### config.mk
export PLATFORM = sky130hd
export DESIGN_NAME = ics_sequencer
export DESIGN_NICKNAME = d
export VERILOG_FILES = /design/src/verilog/ics_pkg.sv /design/src/verilog/ics_decoder.sv /design/src/verilog/ics_sequencer.sv
export SDC_FILE = /design/constraint.sdc
export NUM_CORES = 1
export LEC_CHECK = 0
export BUFFER_PORTS_ARGS = -buffer_cell sky130_fd_sc_hd__buf_2
export CAP_MARGIN = 0
export CORE_MARGIN = 3
export CORE_UTILIZATION = 26
export CTS_CLUSTER_DIAMETER = 200
export DETAILED_ROUTE_END_ITERATION = 10
export PLACE_DENSITY = 0.47
export SLEW_MARGIN = 15
export SYNTH_ARGS = -nofsm -noshare
export SYNTH_HDL_FRONTEND = slang
export SYNTH_HIERARCHICAL = 1
export SYNTH_SLANG_ARGS = --single-unit
### constraint.sdc
create_clock -name CLK -period 3.02 [get_ports CLK]
set_clock_uncertainty 0.1 [all_clocks]
set_input_delay 0.604 -clock CLK [delete_from_list [all_inputs] [get_ports CLK]]
set_output_delay 0.604 -clock CLK [all_outputs]
set_load 0.02 [all_outputs]
### src/verilog/ics_pkg.sv
// shared types and constants of the instruction cycle sequencer
// assumes one counted cycle per core clock edge
`default_nettype none

package ics_pkg;

  // ==========================================================
  // types
  typedef logic [1:0] ics_len_t;
  typedef logic [3:0] ics_cyc_t;
  typedef enum logic {SQ_IDLE, SQ_RUN} ics_phase_t;

  typedef struct packed {
    ics_len_t len;
    ics_cyc_t cyc;
    logic ext;
  } ics_timing_t;

  // ==========================================================
  // instruction lengths in bytes
  localparam ics_len_t LEN_NONE = 2'h0;
  localparam ics_len_t LEN_ONE = 2'h1;
  localparam ics_len_t LEN_TWO = 2'h2;
  localparam ics_len_t LEN_THREE = 2'h3;

  // ==========================================================
  // durations in core clock cycles
  localparam ics_cyc_t CYC_ONE = 4'h1;
  localparam ics_cyc_t CYC_TWO = 4'h2;
  localparam ics_cyc_t CYC_THREE = 4'h3;
  localparam ics_cyc_t CYC_FOUR = 4'h4;
  localparam ics_cyc_t CYC_NINE = 4'h9;
  localparam ics_cyc_t CYC_EXT_BASE = CYC_FOUR;
  localparam ics_cyc_t CYC_IRQ_CALL = CYC_THREE;

  // ==========================================================
  // counter and register values
  localparam logic [3:0] WAIT_RESET = 4'h0;
  localparam logic [3:0] IDX_FIRST = 4'h1;
  localparam ics_timing_t EXT_MOVE_TIMING = '{len: LEN_ONE, cyc: CYC_EXT_BASE, ext: 1'b1};

  // ==========================================================
  // builds one timing entry without external wait states
  function automatic ics_timing_t ics_tm(input ics_len_t l, input ics_cyc_t c);
    ics_timing_t r;
    r.len = l;
    r.cyc = c;
    r.ext = 1'b0;
    return r;
  endfunction : ics_tm

endpackage : ics_pkg

`default_nettype wire

### src/verilog/ics_decoder.sv
// opcode to length and base duration lookup
// assumes a stable opcode; purely combinational
`timescale 1ns/1ps
`default_nettype none

module ics_decoder (
  // opcode in
  input wire logic [7:0] opcode,
  // timing out
  output ics_pkg::ics_len_t len,
  output ics_pkg::ics_cyc_t cycles,
  output logic ext
);
  import ics_pkg::*;

  logic [3:0] hi;
  ics_timing_t d;

  assign hi = opcode[7:4];
  assign len = d.len;
  assign cycles = d.cyc;
  assign ext = d.ext;

  // ==========================================================
  // lookup by low then high nibble
  always_comb begin
    d = ics_tm(LEN_ONE, CYC_ONE);
    if (opcode[3]) begin
      case (hi)
        4'h7, 4'h8, 4'hA: d = ics_tm(LEN_TWO, CYC_TWO);
        4'hB: d = ics_tm(LEN_THREE, CYC_FOUR);
        4'hD: d = ics_tm(LEN_TWO, CYC_THREE);
        default: d = ics_tm(LEN_ONE, CYC_ONE);
      endcase
    end else begin
      case (opcode[2:0])
        3'h6, 3'h7: begin
          case (hi)
            4'h7, 4'h8, 4'hA: d = ics_tm(LEN_TWO, CYC_TWO);
            4'hB: d = ics_tm(LEN_THREE, CYC_FOUR);
            default: d = ics_tm(LEN_ONE, CYC_TWO);
          endcase
        end
        3'h5: begin
          case (hi)
            4'h7, 4'h8: d = ics_tm(LEN_THREE, CYC_THREE);
            4'hA: d = ics_tm(LEN_ONE, CYC_ONE);
            4'hB, 4'hD: d = ics_tm(LEN_THREE, CYC_FOUR);
            default: d = ics_tm(LEN_TWO, CYC_TWO);
          endcase
        end
        3'h4: begin
          case (hi)
            4'h8, 4'hA: d = ics_tm(LEN_ONE, CYC_NINE);
            4'hB: d = ics_tm(LEN_THREE, CYC_FOUR);
            4'hD: d = ics_tm(LEN_ONE, CYC_TWO);
            4'h2, 4'h3, 4'h4, 4'h5, 4'h6, 4'h7, 4'h9: d = ics_tm(LEN_TWO, CYC_TWO);
            default: d = ics_tm(LEN_ONE, CYC_ONE);
          endcase
        end
        3'h3: begin
          case (hi)
            4'h4, 4'h5, 4'h6: d = ics_tm(LEN_THREE, CYC_THREE);
            4'h7: d = ics_tm(LEN_ONE, CYC_THREE);
            4'h8, 4'h9: d = ics_tm(LEN_ONE, CYC_FOUR);
            4'hA: d = ics_tm(LEN_ONE, CYC_THREE);
            4'hE, 4'hF: d = EXT_MOVE_TIMING;
            default: d = ics_tm(LEN_ONE, CYC_ONE);
          endcase
        end
        3'h2: begin
          case (hi)
            4'h0, 4'h1: d = ics_tm(LEN_THREE, CYC_FOUR);
            4'h2, 4'h3: d = ics_tm(LEN_ONE, CYC_FOUR);
            4'h4, 4'h5, 4'h6: d = ics_tm(LEN_TWO, CYC_TWO);
            4'hE, 4'hF: d = EXT_MOVE_TIMING;
            default: d = ics_tm(LEN_TWO, CYC_TWO);
          endcase
        end
        3'h1: d = ics_tm(LEN_TWO, CYC_THREE);
        default: begin
          case (hi)
            4'h0: d = ics_tm(LEN_ONE, CYC_ONE);
            4'h1, 4'h2, 4'h3: d = ics_tm(LEN_THREE, CYC_FOUR);
            4'h9: d = ics_tm(LEN_THREE, CYC_THREE);
            4'hA, 4'hB: d = ics_tm(LEN_TWO, CYC_TWO);
            4'hC, 4'hD: d = ics_tm(LEN_TWO, CYC_TWO);
            4'hE, 4'hF: d = EXT_MOVE_TIMING;
            default: d = ics_tm(LEN_TWO, CYC_THREE);
          endcase
        end
      endcase
    end
  end

endmodule : ics_decoder

`default_nettype wire

### src/verilog/ics_sequencer.sv
// instruction length and cycle sequencer between fetch and datapath
// assumes fetch, interrupt control and datapath all run on CLK
//
// What this block does
// - each counted cycle is one core clock
// - register alu ops: one byte, one cycle
// - indirect alu ops: one byte, two cycles
// - direct or immediate alu: two bytes, two
// - and/or into direct byte: two, two
// - immediate logic into direct: three, three
// - accumulator clear/complement/swap/rotate: one, one
// - direct to direct move: three, three
// - data pointer immediate load: three, three
// - code byte read: one byte, four cycles
// - external moves take four plus wait states
// - wait states come from a wait register
// - stack push and pop: two, two
// - nibble exchange takes two cycles
// - carry bit operations: two, two
// - indirect jump: one byte, three cycles
// - short jumps, calls, decrement jump: two, three
// - compare jumps: three bytes, four cycles
// - bit test jump clear: three, four
// - interrupt long call takes three cycles
`timescale 1ns/1ps
`default_nettype none

module ics_sequencer #(
  parameter int CNT_W = 5,
  parameter int WAIT_W = 3
) (
  // clock and reset
  input wire logic CLK,
  input wire logic ARST_N,
  // opcode from fetch
  input wire logic OPCODE_VALID,
  input wire logic [7:0] OPCODE,
  output logic OPCODE_READY,
  // wait register
  input wire logic WAIT_LOAD,
  input wire logic [WAIT_W-1:0] WAIT_VALUE,
  output logic [WAIT_W-1:0] EXTERNAL_WAIT_COUNT,
  // interrupt entry
  input wire logic IRQ_REQ,
  output logic IRQ_ACK,
  output logic LONG_SUBROUTINE_CALL,
  // execution timing
  output logic BUSY,
  output logic INSTR_DONE,
  output ics_pkg::ics_len_t INSTR_LEN,
  output logic [CNT_W-1:0] INSTR_CYCLES,
  output logic [CNT_W-1:0] CYCLE_INDEX,
  output logic OPERAND_FETCH,
  output logic EXTERNAL_DATA_MOVE,
  output logic EXT_WAIT
);
  import ics_pkg::*;

  // ==========================================================
  // state
  typedef struct packed {
    ics_phase_t phase;
    logic [CNT_W-1:0] idx;
    logic [CNT_W-1:0] total;
    ics_len_t len;
    logic ext;
    logic long_subroutine_call;
    logic done;
    logic ready;
    logic ack;
    logic fetch;
    logic wait_st;
    logic irq_hold;
    logic [WAIT_W-1:0] external_wait_count;
  } ics_state_t;

  ics_state_t q;
  ics_state_t next_q;
  ics_len_t dec_len;
  ics_cyc_t dec_cyc;
  logic dec_ext;
  logic boundary;
  logic take_irq;
  logic take_op;
  logic [CNT_W-1:0] run_total;

  // ==========================================================
  // opcode lookup
  ics_decoder u_decoder (
    .opcode(OPCODE),
    .len(dec_len),
    .cycles(dec_cyc),
    .ext(dec_ext)
  );

  // ==========================================================
  // next state
  always_comb begin
    next_q = q;
    boundary = (q.phase == SQ_IDLE) || q.done;
    take_irq = boundary && q.irq_hold;
    take_op = boundary && !q.irq_hold && q.ready && OPCODE_VALID;
    run_total = CNT_W'(dec_cyc);
    if (dec_ext) begin
      run_total = CNT_W'(dec_cyc) + CNT_W'(q.external_wait_count);
    end
    next_q.ack = 1'b0;
    if (WAIT_LOAD) begin
      next_q.external_wait_count = WAIT_VALUE;
    end
    if (take_irq) begin
      next_q.phase = SQ_RUN;
      next_q.idx = CNT_W'(IDX_FIRST);
      next_q.total = CNT_W'(CYC_IRQ_CALL);
      next_q.len = LEN_NONE;
      next_q.ext = 1'b0;
      next_q.long_subroutine_call = 1'b1;
      next_q.ack = 1'b1;
    end else if (take_op) begin
      next_q.phase = SQ_RUN;
      next_q.idx = CNT_W'(IDX_FIRST);
      next_q.total = run_total;
      next_q.len = dec_len;
      next_q.ext = dec_ext;
      next_q.long_subroutine_call = 1'b0;
    end else if (q.phase == SQ_RUN && !q.done) begin
      next_q.idx = q.idx + 1'b1;
    end else if (q.phase == SQ_RUN) begin
      next_q.phase = SQ_IDLE;
      next_q.idx = '0;
      next_q.total = '0;
      next_q.len = LEN_NONE;
      next_q.ext = 1'b0;
      next_q.long_subroutine_call = 1'b0;
    end
    // last counted cycle of the running instruction
    next_q.done = (next_q.phase == SQ_RUN) && (next_q.idx == next_q.total);
    // a request seen during the call itself is the one being served
    next_q.irq_hold = IRQ_REQ && !next_q.long_subroutine_call;
    next_q.ready = ((next_q.phase == SQ_IDLE) || next_q.done) && !next_q.irq_hold;
    next_q.fetch = (next_q.phase == SQ_RUN) && (next_q.idx < CNT_W'(next_q.len));
    next_q.wait_st = next_q.ext && !next_q.done &&
                     (next_q.idx >= CNT_W'(CYC_EXT_BASE));
  end

  // ==========================================================
  // state register
  always_ff @(posedge CLK or negedge ARST_N) begin
    if (!ARST_N) begin
      q <= '0;
      q.external_wait_count <= WAIT_W'(WAIT_RESET);
    end else begin
      q <= next_q;
    end
  end

  // ==========================================================
  // outputs
  assign OPCODE_READY = q.ready;
  assign EXTERNAL_WAIT_COUNT = q.external_wait_count;
  assign IRQ_ACK = q.ack;
  assign LONG_SUBROUTINE_CALL = q.long_subroutine_call;
  assign BUSY = (q.phase == SQ_RUN);
  assign INSTR_DONE = q.done;
  assign INSTR_LEN = q.len;
  assign INSTR_CYCLES = q.total;
  assign CYCLE_INDEX = q.idx;
  assign OPERAND_FETCH = q.fetch;
  assign EXTERNAL_DATA_MOVE = q.ext;
  assign EXT_WAIT = q.wait_st;

  // ==========================================================
  // checks
  a_index_step: assert property (
    @(posedge CLK) disable iff (!ARST_N)
    BUSY && !INSTR_DONE |=> CYCLE_INDEX == $past(CYCLE_INDEX) + 1'b1
  ) else $error("cycle index did not step by one");

  a_alu_reg_one: assert property (
    @(posedge CLK) disable iff (!ARST_N)
    take_op && OPCODE[3] && OPCODE[7:4] inside {4'h2, 4'h3, 4'h4, 4'h5, 4'h6, 4'h9}
    |=> INSTR_DONE && INSTR_LEN == LEN_ONE
  ) else $error("register alu op not one byte one cycle");

  a_alu_ind_two: assert property (
    @(posedge CLK) disable iff (!ARST_N)
    take_op && OPCODE[3:1] == 3'h3 && OPCODE[7:4] inside {4'h2, 4'h3, 4'h4, 4'h5, 4'h6, 4'h9}
    |=> INSTR_LEN == LEN_ONE && !INSTR_DONE ##1 INSTR_DONE
  ) else $error("indirect alu op not two cycles");

  a_alu_dir_imm: assert property (
    @(posedge CLK) disable iff (!ARST_N)
    take_op && OPCODE[3:1] == 3'h2 && OPCODE[7:4] inside {4'h2, 4'h3, 4'h9}
    |=> INSTR_LEN == LEN_TWO && !INSTR_DONE ##1 INSTR_DONE
  ) else $error("direct or immediate alu op not two and two");

  a_logic_to_dir: assert property (
    @(posedge CLK) disable iff (!ARST_N)
    take_op && OPCODE inside {8'h42, 8'h52, 8'h62}
    |=> INSTR_LEN == LEN_TWO && !INSTR_DONE ##1 INSTR_DONE
  ) else $error("logic into direct byte not two and two");

  a_imm_to_dir: assert property (
    @(posedge CLK) disable iff (!ARST_N)
    take_op && OPCODE inside {8'h43, 8'h53, 8'h63}
    |=> INSTR_LEN == LEN_THREE && !INSTR_DONE ##1 !INSTR_DONE ##1 INSTR_DONE
  ) else $error("immediate into direct byte not three and three");

  a_acc_unary: assert property (
    @(posedge CLK) disable iff (!ARST_N)
    take_op && OPCODE inside {8'hE4, 8'hF4, 8'hC4, 8'h03, 8'h13, 8'h23, 8'h33}
    |=> INSTR_DONE && INSTR_LEN == LEN_ONE
  ) else $error("accumulator unary op not one and one");

  a_three_moves: assert property (
    @(posedge CLK) disable iff (!ARST_N)
    take_op && OPCODE inside {8'h85, 8'h90}
    |=> INSTR_LEN == LEN_THREE ##0 !INSTR_DONE [*2] ##1 INSTR_DONE
  ) else $error("three byte move not three cycles");

  a_code_read: assert property (
    @(posedge CLK) disable iff (!ARST_N)
    take_op && OPCODE inside {8'h83, 8'h93}
    |=> !INSTR_DONE [*3] ##1 INSTR_DONE
  ) else $error("code byte read not four cycles");

  a_ext_length: assert property (
    @(posedge CLK) disable iff (!ARST_N)
    take_op && dec_ext
    |=> EXTERNAL_DATA_MOVE &&
        INSTR_CYCLES == CNT_W'(CYC_EXT_BASE) + CNT_W'($past(EXTERNAL_WAIT_COUNT))
  ) else $error("external move length ignores wait states");

  a_ext_nowait: assert property (
    @(posedge CLK) disable iff (!ARST_N)
    take_op && dec_ext && EXTERNAL_WAIT_COUNT == '0
    |=> !EXT_WAIT && !INSTR_DONE [*3] ##1 INSTR_DONE
  ) else $error("external move without waits not four cycles");

  a_wait_load: assert property (
    @(posedge CLK) disable iff (!ARST_N)
    WAIT_LOAD |=> EXTERNAL_WAIT_COUNT == $past(WAIT_VALUE)
  ) else $error("wait register not loaded");

  a_stack_bits: assert property (
    @(posedge CLK) disable iff (!ARST_N)
    take_op && OPCODE inside {8'hC0, 8'hD0, 8'h72, 8'h82, 8'hA0, 8'hB0, 8'hA2, 8'h92}
    |=> INSTR_LEN == LEN_TWO && !INSTR_DONE ##1 INSTR_DONE
  ) else $error("stack or carry bit op not two and two");

  a_nibble_xchg: assert property (
    @(posedge CLK) disable iff (!ARST_N)
    take_op && OPCODE[7:1] == 7'h6B
    |=> !INSTR_DONE ##1 INSTR_DONE
  ) else $error("nibble exchange not two cycles");

  a_ind_jump: assert property (
    @(posedge CLK) disable iff (!ARST_N)
    take_op && OPCODE == 8'h73
    |=> INSTR_LEN == LEN_ONE ##0 !INSTR_DONE [*2] ##1 INSTR_DONE
  ) else $error("indirect jump not three cycles");

  a_short_jump: assert property (
    @(posedge CLK) disable iff (!ARST_N)
    take_op && (OPCODE[3:0] == 4'h1 || OPCODE[7:3] == 5'h1B ||
                OPCODE inside {8'h40, 8'h50, 8'h60, 8'h70, 8'h80})
    |=> INSTR_LEN == LEN_TWO ##0 !INSTR_DONE [*2] ##1 INSTR_DONE
  ) else $error("short jump not two bytes three cycles");

  a_cmp_jump: assert property (
    @(posedge CLK) disable iff (!ARST_N)
    take_op && ((OPCODE[7:4] == 4'hB && OPCODE[3:2] != 2'h0) || OPCODE == 8'h10)
    |=> INSTR_LEN == LEN_THREE ##0 !INSTR_DONE [*3] ##1 INSTR_DONE
  ) else $error("compare or bit test jump not three and four");

  a_irq_call: assert property (
    @(posedge CLK) disable iff (!ARST_N)
    IRQ_ACK |-> LONG_SUBROUTINE_CALL && INSTR_CYCLES == CNT_W'(CYC_IRQ_CALL)
    ##2 INSTR_DONE && LONG_SUBROUTINE_CALL
  ) else $error("interrupt call not three cycles");

  a_irq_boundary: assert property (
    @(posedge CLK) disable iff (!ARST_N)
    IRQ_ACK |-> $past(INSTR_DONE) || !$past(BUSY)
  ) else $error("interrupt entered inside an instruction");

  a_done_last: assert property (
    @(posedge CLK) disable iff (!ARST_N)
    BUSY |-> INSTR_DONE == (CYCLE_INDEX == INSTR_CYCLES)
  ) else $error("done strobe not on last cycle");

  a_ready_edge: assert property (
    @(posedge CLK) disable iff (!ARST_N)
    OPCODE_READY |-> !BUSY || INSTR_DONE
  ) else $error("opcode ready inside an instruction");

  a_operand_bytes: assert property (
    @(posedge CLK) disable iff (!ARST_N)
    BUSY |-> OPERAND_FETCH == (CYCLE_INDEX < CNT_W'(INSTR_LEN))
  ) else $error("operand fetch does not match length");

  a_wait_window: assert property (
    @(posedge CLK) disable iff (!ARST_N)
    EXT_WAIT |-> EXTERNAL_DATA_MOVE && !INSTR_DONE && CYCLE_INDEX >= CNT_W'(CYC_EXT_BASE)
  ) else $error("wait state outside an external move");

  a_irq_no_bytes: assert property (
    @(posedge CLK) disable iff (!ARST_N)
    LONG_SUBROUTINE_CALL |-> INSTR_LEN == LEN_NONE && !OPERAND_FETCH && !EXTERNAL_DATA_MOVE
  ) else $error("interrupt call fetches operand bytes");

  a_idle_clear: assert property (
    @(posedge CLK) disable iff (!ARST_N)
    !BUSY |-> CYCLE_INDEX == '0 && !INSTR_DONE && !EXT_WAIT
  ) else $error("idle state not clear");

  c_back_to_back: cover property (
    @(posedge CLK) disable iff (!ARST_N)
    INSTR_DONE && CYCLE_INDEX == CNT_W'(IDX_FIRST) ##1 INSTR_DONE
  );

  c_ext_waits: cover property (
    @(posedge CLK) disable iff (!ARST_N)
    EXT_WAIT ##1 EXT_WAIT ##1 INSTR_DONE && EXTERNAL_DATA_MOVE
  );

  c_irq_after_op: cover property (
    @(posedge CLK) disable iff (!ARST_N)
    INSTR_DONE && !LONG_SUBROUTINE_CALL ##1 IRQ_ACK
  );

  c_long_op: cover property (
    @(posedge CLK) disable iff (!ARST_N)
    INSTR_DONE && INSTR_CYCLES == CNT_W'(CYC_NINE)
  );

endmodule : ics_sequencer

`default_nettype wire
==> summary.md <==
| Metric | Value |
|---|---|
| Setup WS post-layout | `-151 ps` |
| Worst VDD drop | `0.000259 V` |
| Final core occ | `35.3%` |
| Max Slew Vio Count | `0` |
| I/O Buffers | `38` |
| Hold crit path type | `in -> async` |
| Post-synth EDFFs | `0` |
| Multi-input logic area | `1300 um^2` |
| Pre-CTS WS | `-473 ps` |
| # setup viols final | `3` |
| Most common cell after layout, fill and taps aside | `buf_4` |
| Antenna violations before repair | `0` |
| Layout cells sized above 1 | `42.1%` |
| CTS tree | `done` |
| Largest net degree at the start of global routing | `25` |
| Yosys top cell area share | `28.8%` |
| Worst-margin pin slew | `547 ps` |
| Final Hold Violating Endpoints | `0` |
| Die Height | `95.5 um` |
| Post-Synthesis Cells | `236` |
| Drt total wl | `5790 um` |
| Post-Route Hold Slack | `202 ps` |
| Iteration-0 DRC Markers | `113` |
| CP cell instances | `buf_6, or3b_4, or4b_4, o2111ai_2, o22a_2, inv_2, fa_2, xnor2_2, mux2i_2, nor2_1, o22ai_1, nand3_2, o21a_1` |
| CTS buffer count | `3` |
| Final Instance Area | `2740 um^2` |
| Area leader, netlist | `dfrtp_1` |
| CP Data Required Time | `3070 ps` |
| Tmin final | `3170 ps` |
| Worst path depth | `13` |
| Final net count | `327` |
| Clk buf depth | `2` |
| H-tree levels | `1` |
| Distinct cells, synth | `61` |
| PD cells | `653 nW/um^2` |
| Pleak | `1.27 nW` |
| Vias per cell | `4.82` |
| Die ar. | `9120 um^2` |
| Startpoint Class | `input port` |
| RePlAce Congestion | `0.821` |
| Wire per inst | `14.4 um` |
| Dominant synthesized flop cell | `dfrtp_1` |
| HPWL after DPL | `4510 um` |
| Post-route ant nets | `0` |
| Worst-path maximum fanout | `3` |
| Leading cell types in the layout, fill and taps excluded | `49 x buf_4, 35 x buf_2, 24 x dfrtp_1, 19 x a21oi_1, 17 x nand2_1` |
| Global-route wire length before repair | `9110 um` |
| Number of diodes | `0` |
| Worst slew margin | `63.5%` |
| CTS sink count | `24` |
| Total grt overflow | `0` |
| P&R area growth vs syn | `31.6%` |
| Syn nets | `263` |
| WS Path Type | `in -> reg` |
| Status | `finished with violations` |
| Site Rows | `32` |
| Remaining DRCs | `0` |
| Synth warn | `6` |
| Skew-Pair Late Insertion Delay | `270 ps` |
| Reg area | `601 um^2` |
| Delay-heaviest family, CP | `simple AND/OR/NAND/NOR gates` |
| RSZ-0062 raised after global routing | `true` |
| Final period util | `105%` |
| Failing checks | `negative setup slack` |
| Clock Pin Slew Worst Setup and Hold Paths | `100 ps` |
| Vias | `1933` |
| CP arrival | `3220 ps` |
| Mean Syn Cell Area | `8.82 um^2` |
| Worst Path Buf+Inv | `2` |
| GRT Util Overall | `12.6%` |
| IO Count | `39` |
| Max_cap viols | `0` |
| Vias in the first global route | `1864` |
| Setup crit end kind | `flip-flop` |
| Std-Cell Core Area | `7770 um^2` |
| # fillers | `818` |
| Synthesized area | `2080 um^2` |
| Worst path slowest cell | `or4b_4` |
| CP peak stage delay | `490 ps` |
| Max Fclk | `315 MHz` |
| Sequential share of the synthesized area | `28.8%` |
| Die width | `95.5 um` |
| PnR Total Power | `1.79 mW` |
| First-pass DRT Iterations | `4` |
| Worst Reg-to-Reg Cells | `6` |
| Starting Density | `26.8%` |
| Synth top area cells | `dfrtp_1 29%, ha_1 6.0%, buf_4 5.8%` |
| Root Driver | `clkbuf_8` |
| Area post-placement | `2570 um^2` |
| FFs w/ async S/R, synth | `100%` |
| Synth Register Bits | `24` |
flip-flops by register name, indices dropped and copies added, names as in the netlist:
register,cells
IRQ_ACK,1
EXTERNAL_DATA_MOVE,1
INSTR_LEN,2
OPERAND_FETCH,1
INSTR_DONE,1
BUSY,1
LONG_SUBROUTINE_CALL,1
CYCLE_INDEX,5
INSTR_CYCLES,5
q,1
OPCODE_READY,1
EXT_WAIT,1
EXTERNAL_WAIT_COUNT,3
routing by layer:
metal  vias to the layer above  global-route usage (%)  share of wire, %
li1                        970                       -                 -
met1                       927                    18.1                50
met2                        34                    20.1                46
met3                         2                    2.29               3.8
met4                         0                    1.42              0.59
met5                         -                       0                 0
cells in the mapped netlist, drive strengths merged (2+ instances only):
master	n
buf	24
dfrtp	24
a21oi	19
nand2	17
inv	16
o21ai	14
nor2	12
ha	10
nand2b	7
nor2b	6
a31oi	5
nor3b	5
o21a	5
xnor2	5
clkbuf	4
a221oi	3
a22oi	3
mux2	3
mux2i	3
nand3	3
o211ai	3
o22ai	3
xor2	3
a211oi	2
a21boi	2
a21o	2
a22o	2
a311oi	2
nand4	2
nand4b	2
nor3	2
o21bai	2
o31ai	2
o41ai	2
cells by family (layout without fill, tap and decap cells):
kind of cell               after synthesis  count (layout)  share of synthesized area, %
xor gates and xnor gates                 9               9                          4.51
AOI/OAI and AO/OA                       79              79                          27.2
adders and majority gates               11              11                          6.97
DFF                                     24              24                          28.8
and+or+nand+nor                         63              63                          17.0
muxes                                    6               6                          3.06
buffers and inverters                   44             107                          12.4
path summary, 6_finish.rpt:
check                                                    end  slack, ps                    startpoint
worst max-delay path                      EXT_WAIT$_DFF_PN0_       -150                     OPCODE[4]
worst max register to register            EXT_WAIT$_DFF_PN0_        730                BUSY$_DFF_PN0_
min in group CLK                EXTERNAL_DATA_MOVE$_DFF_PN0_        450  EXTERNAL_DATA_MOVE$_DFF_PN0_
worst min-delay path                CYCLE_INDEX[4]$_DFF_PN0_        200                        ARST_N
max in group asynchronous       EXTERNAL_DATA_MOVE$_DFF_PN0_       2230                        ARST_N
worst min register to register  EXTERNAL_DATA_MOVE$_DFF_PN0_        450  EXTERNAL_DATA_MOVE$_DFF_PN0_
timing repair:
item	CTS	global route
pin swaps	10	15
endpoints found under the setup margin	3	4
gates resized for setup	9	17
hold buffers	0	0
setup buffers	0	1
metrics by stage:
stage               cells  TNS [ps]
detailed placement    396     -1680
global placement      396     -1430
finish                401      -250
floorplan             236      -619
global route          401      -581
CTS                   400      -397
power breakdown:
part / switching, mW / total (mW) / internal (mW) / leakage (nW)
registers: 0.0893 / 0.491 / 0.401 / 0.311
logic: 0.577 / 1.02 / 0.438 / 0.923
clock network: 0.106 / 0.283 / 0.177 / 0.0357
total: 0.772 / 1.79 / 1.02 / 1.27
cell type report:
| type | instances | share of cell area, % |
|---|---|---|
| inverter | 16 | 2.19 |
| tap | 102 | 4.66 |
| clock buffer | 3 | 1.51 |
| sequential | 24 | 21.9 |
| multi-input combinational | 168 | 47.6 |
| clock inverter | 1 | 1.10 |
| timing repair buffer | 87 | 21.1 |
No activity file was read; power rests on OpenSTA's default activity.
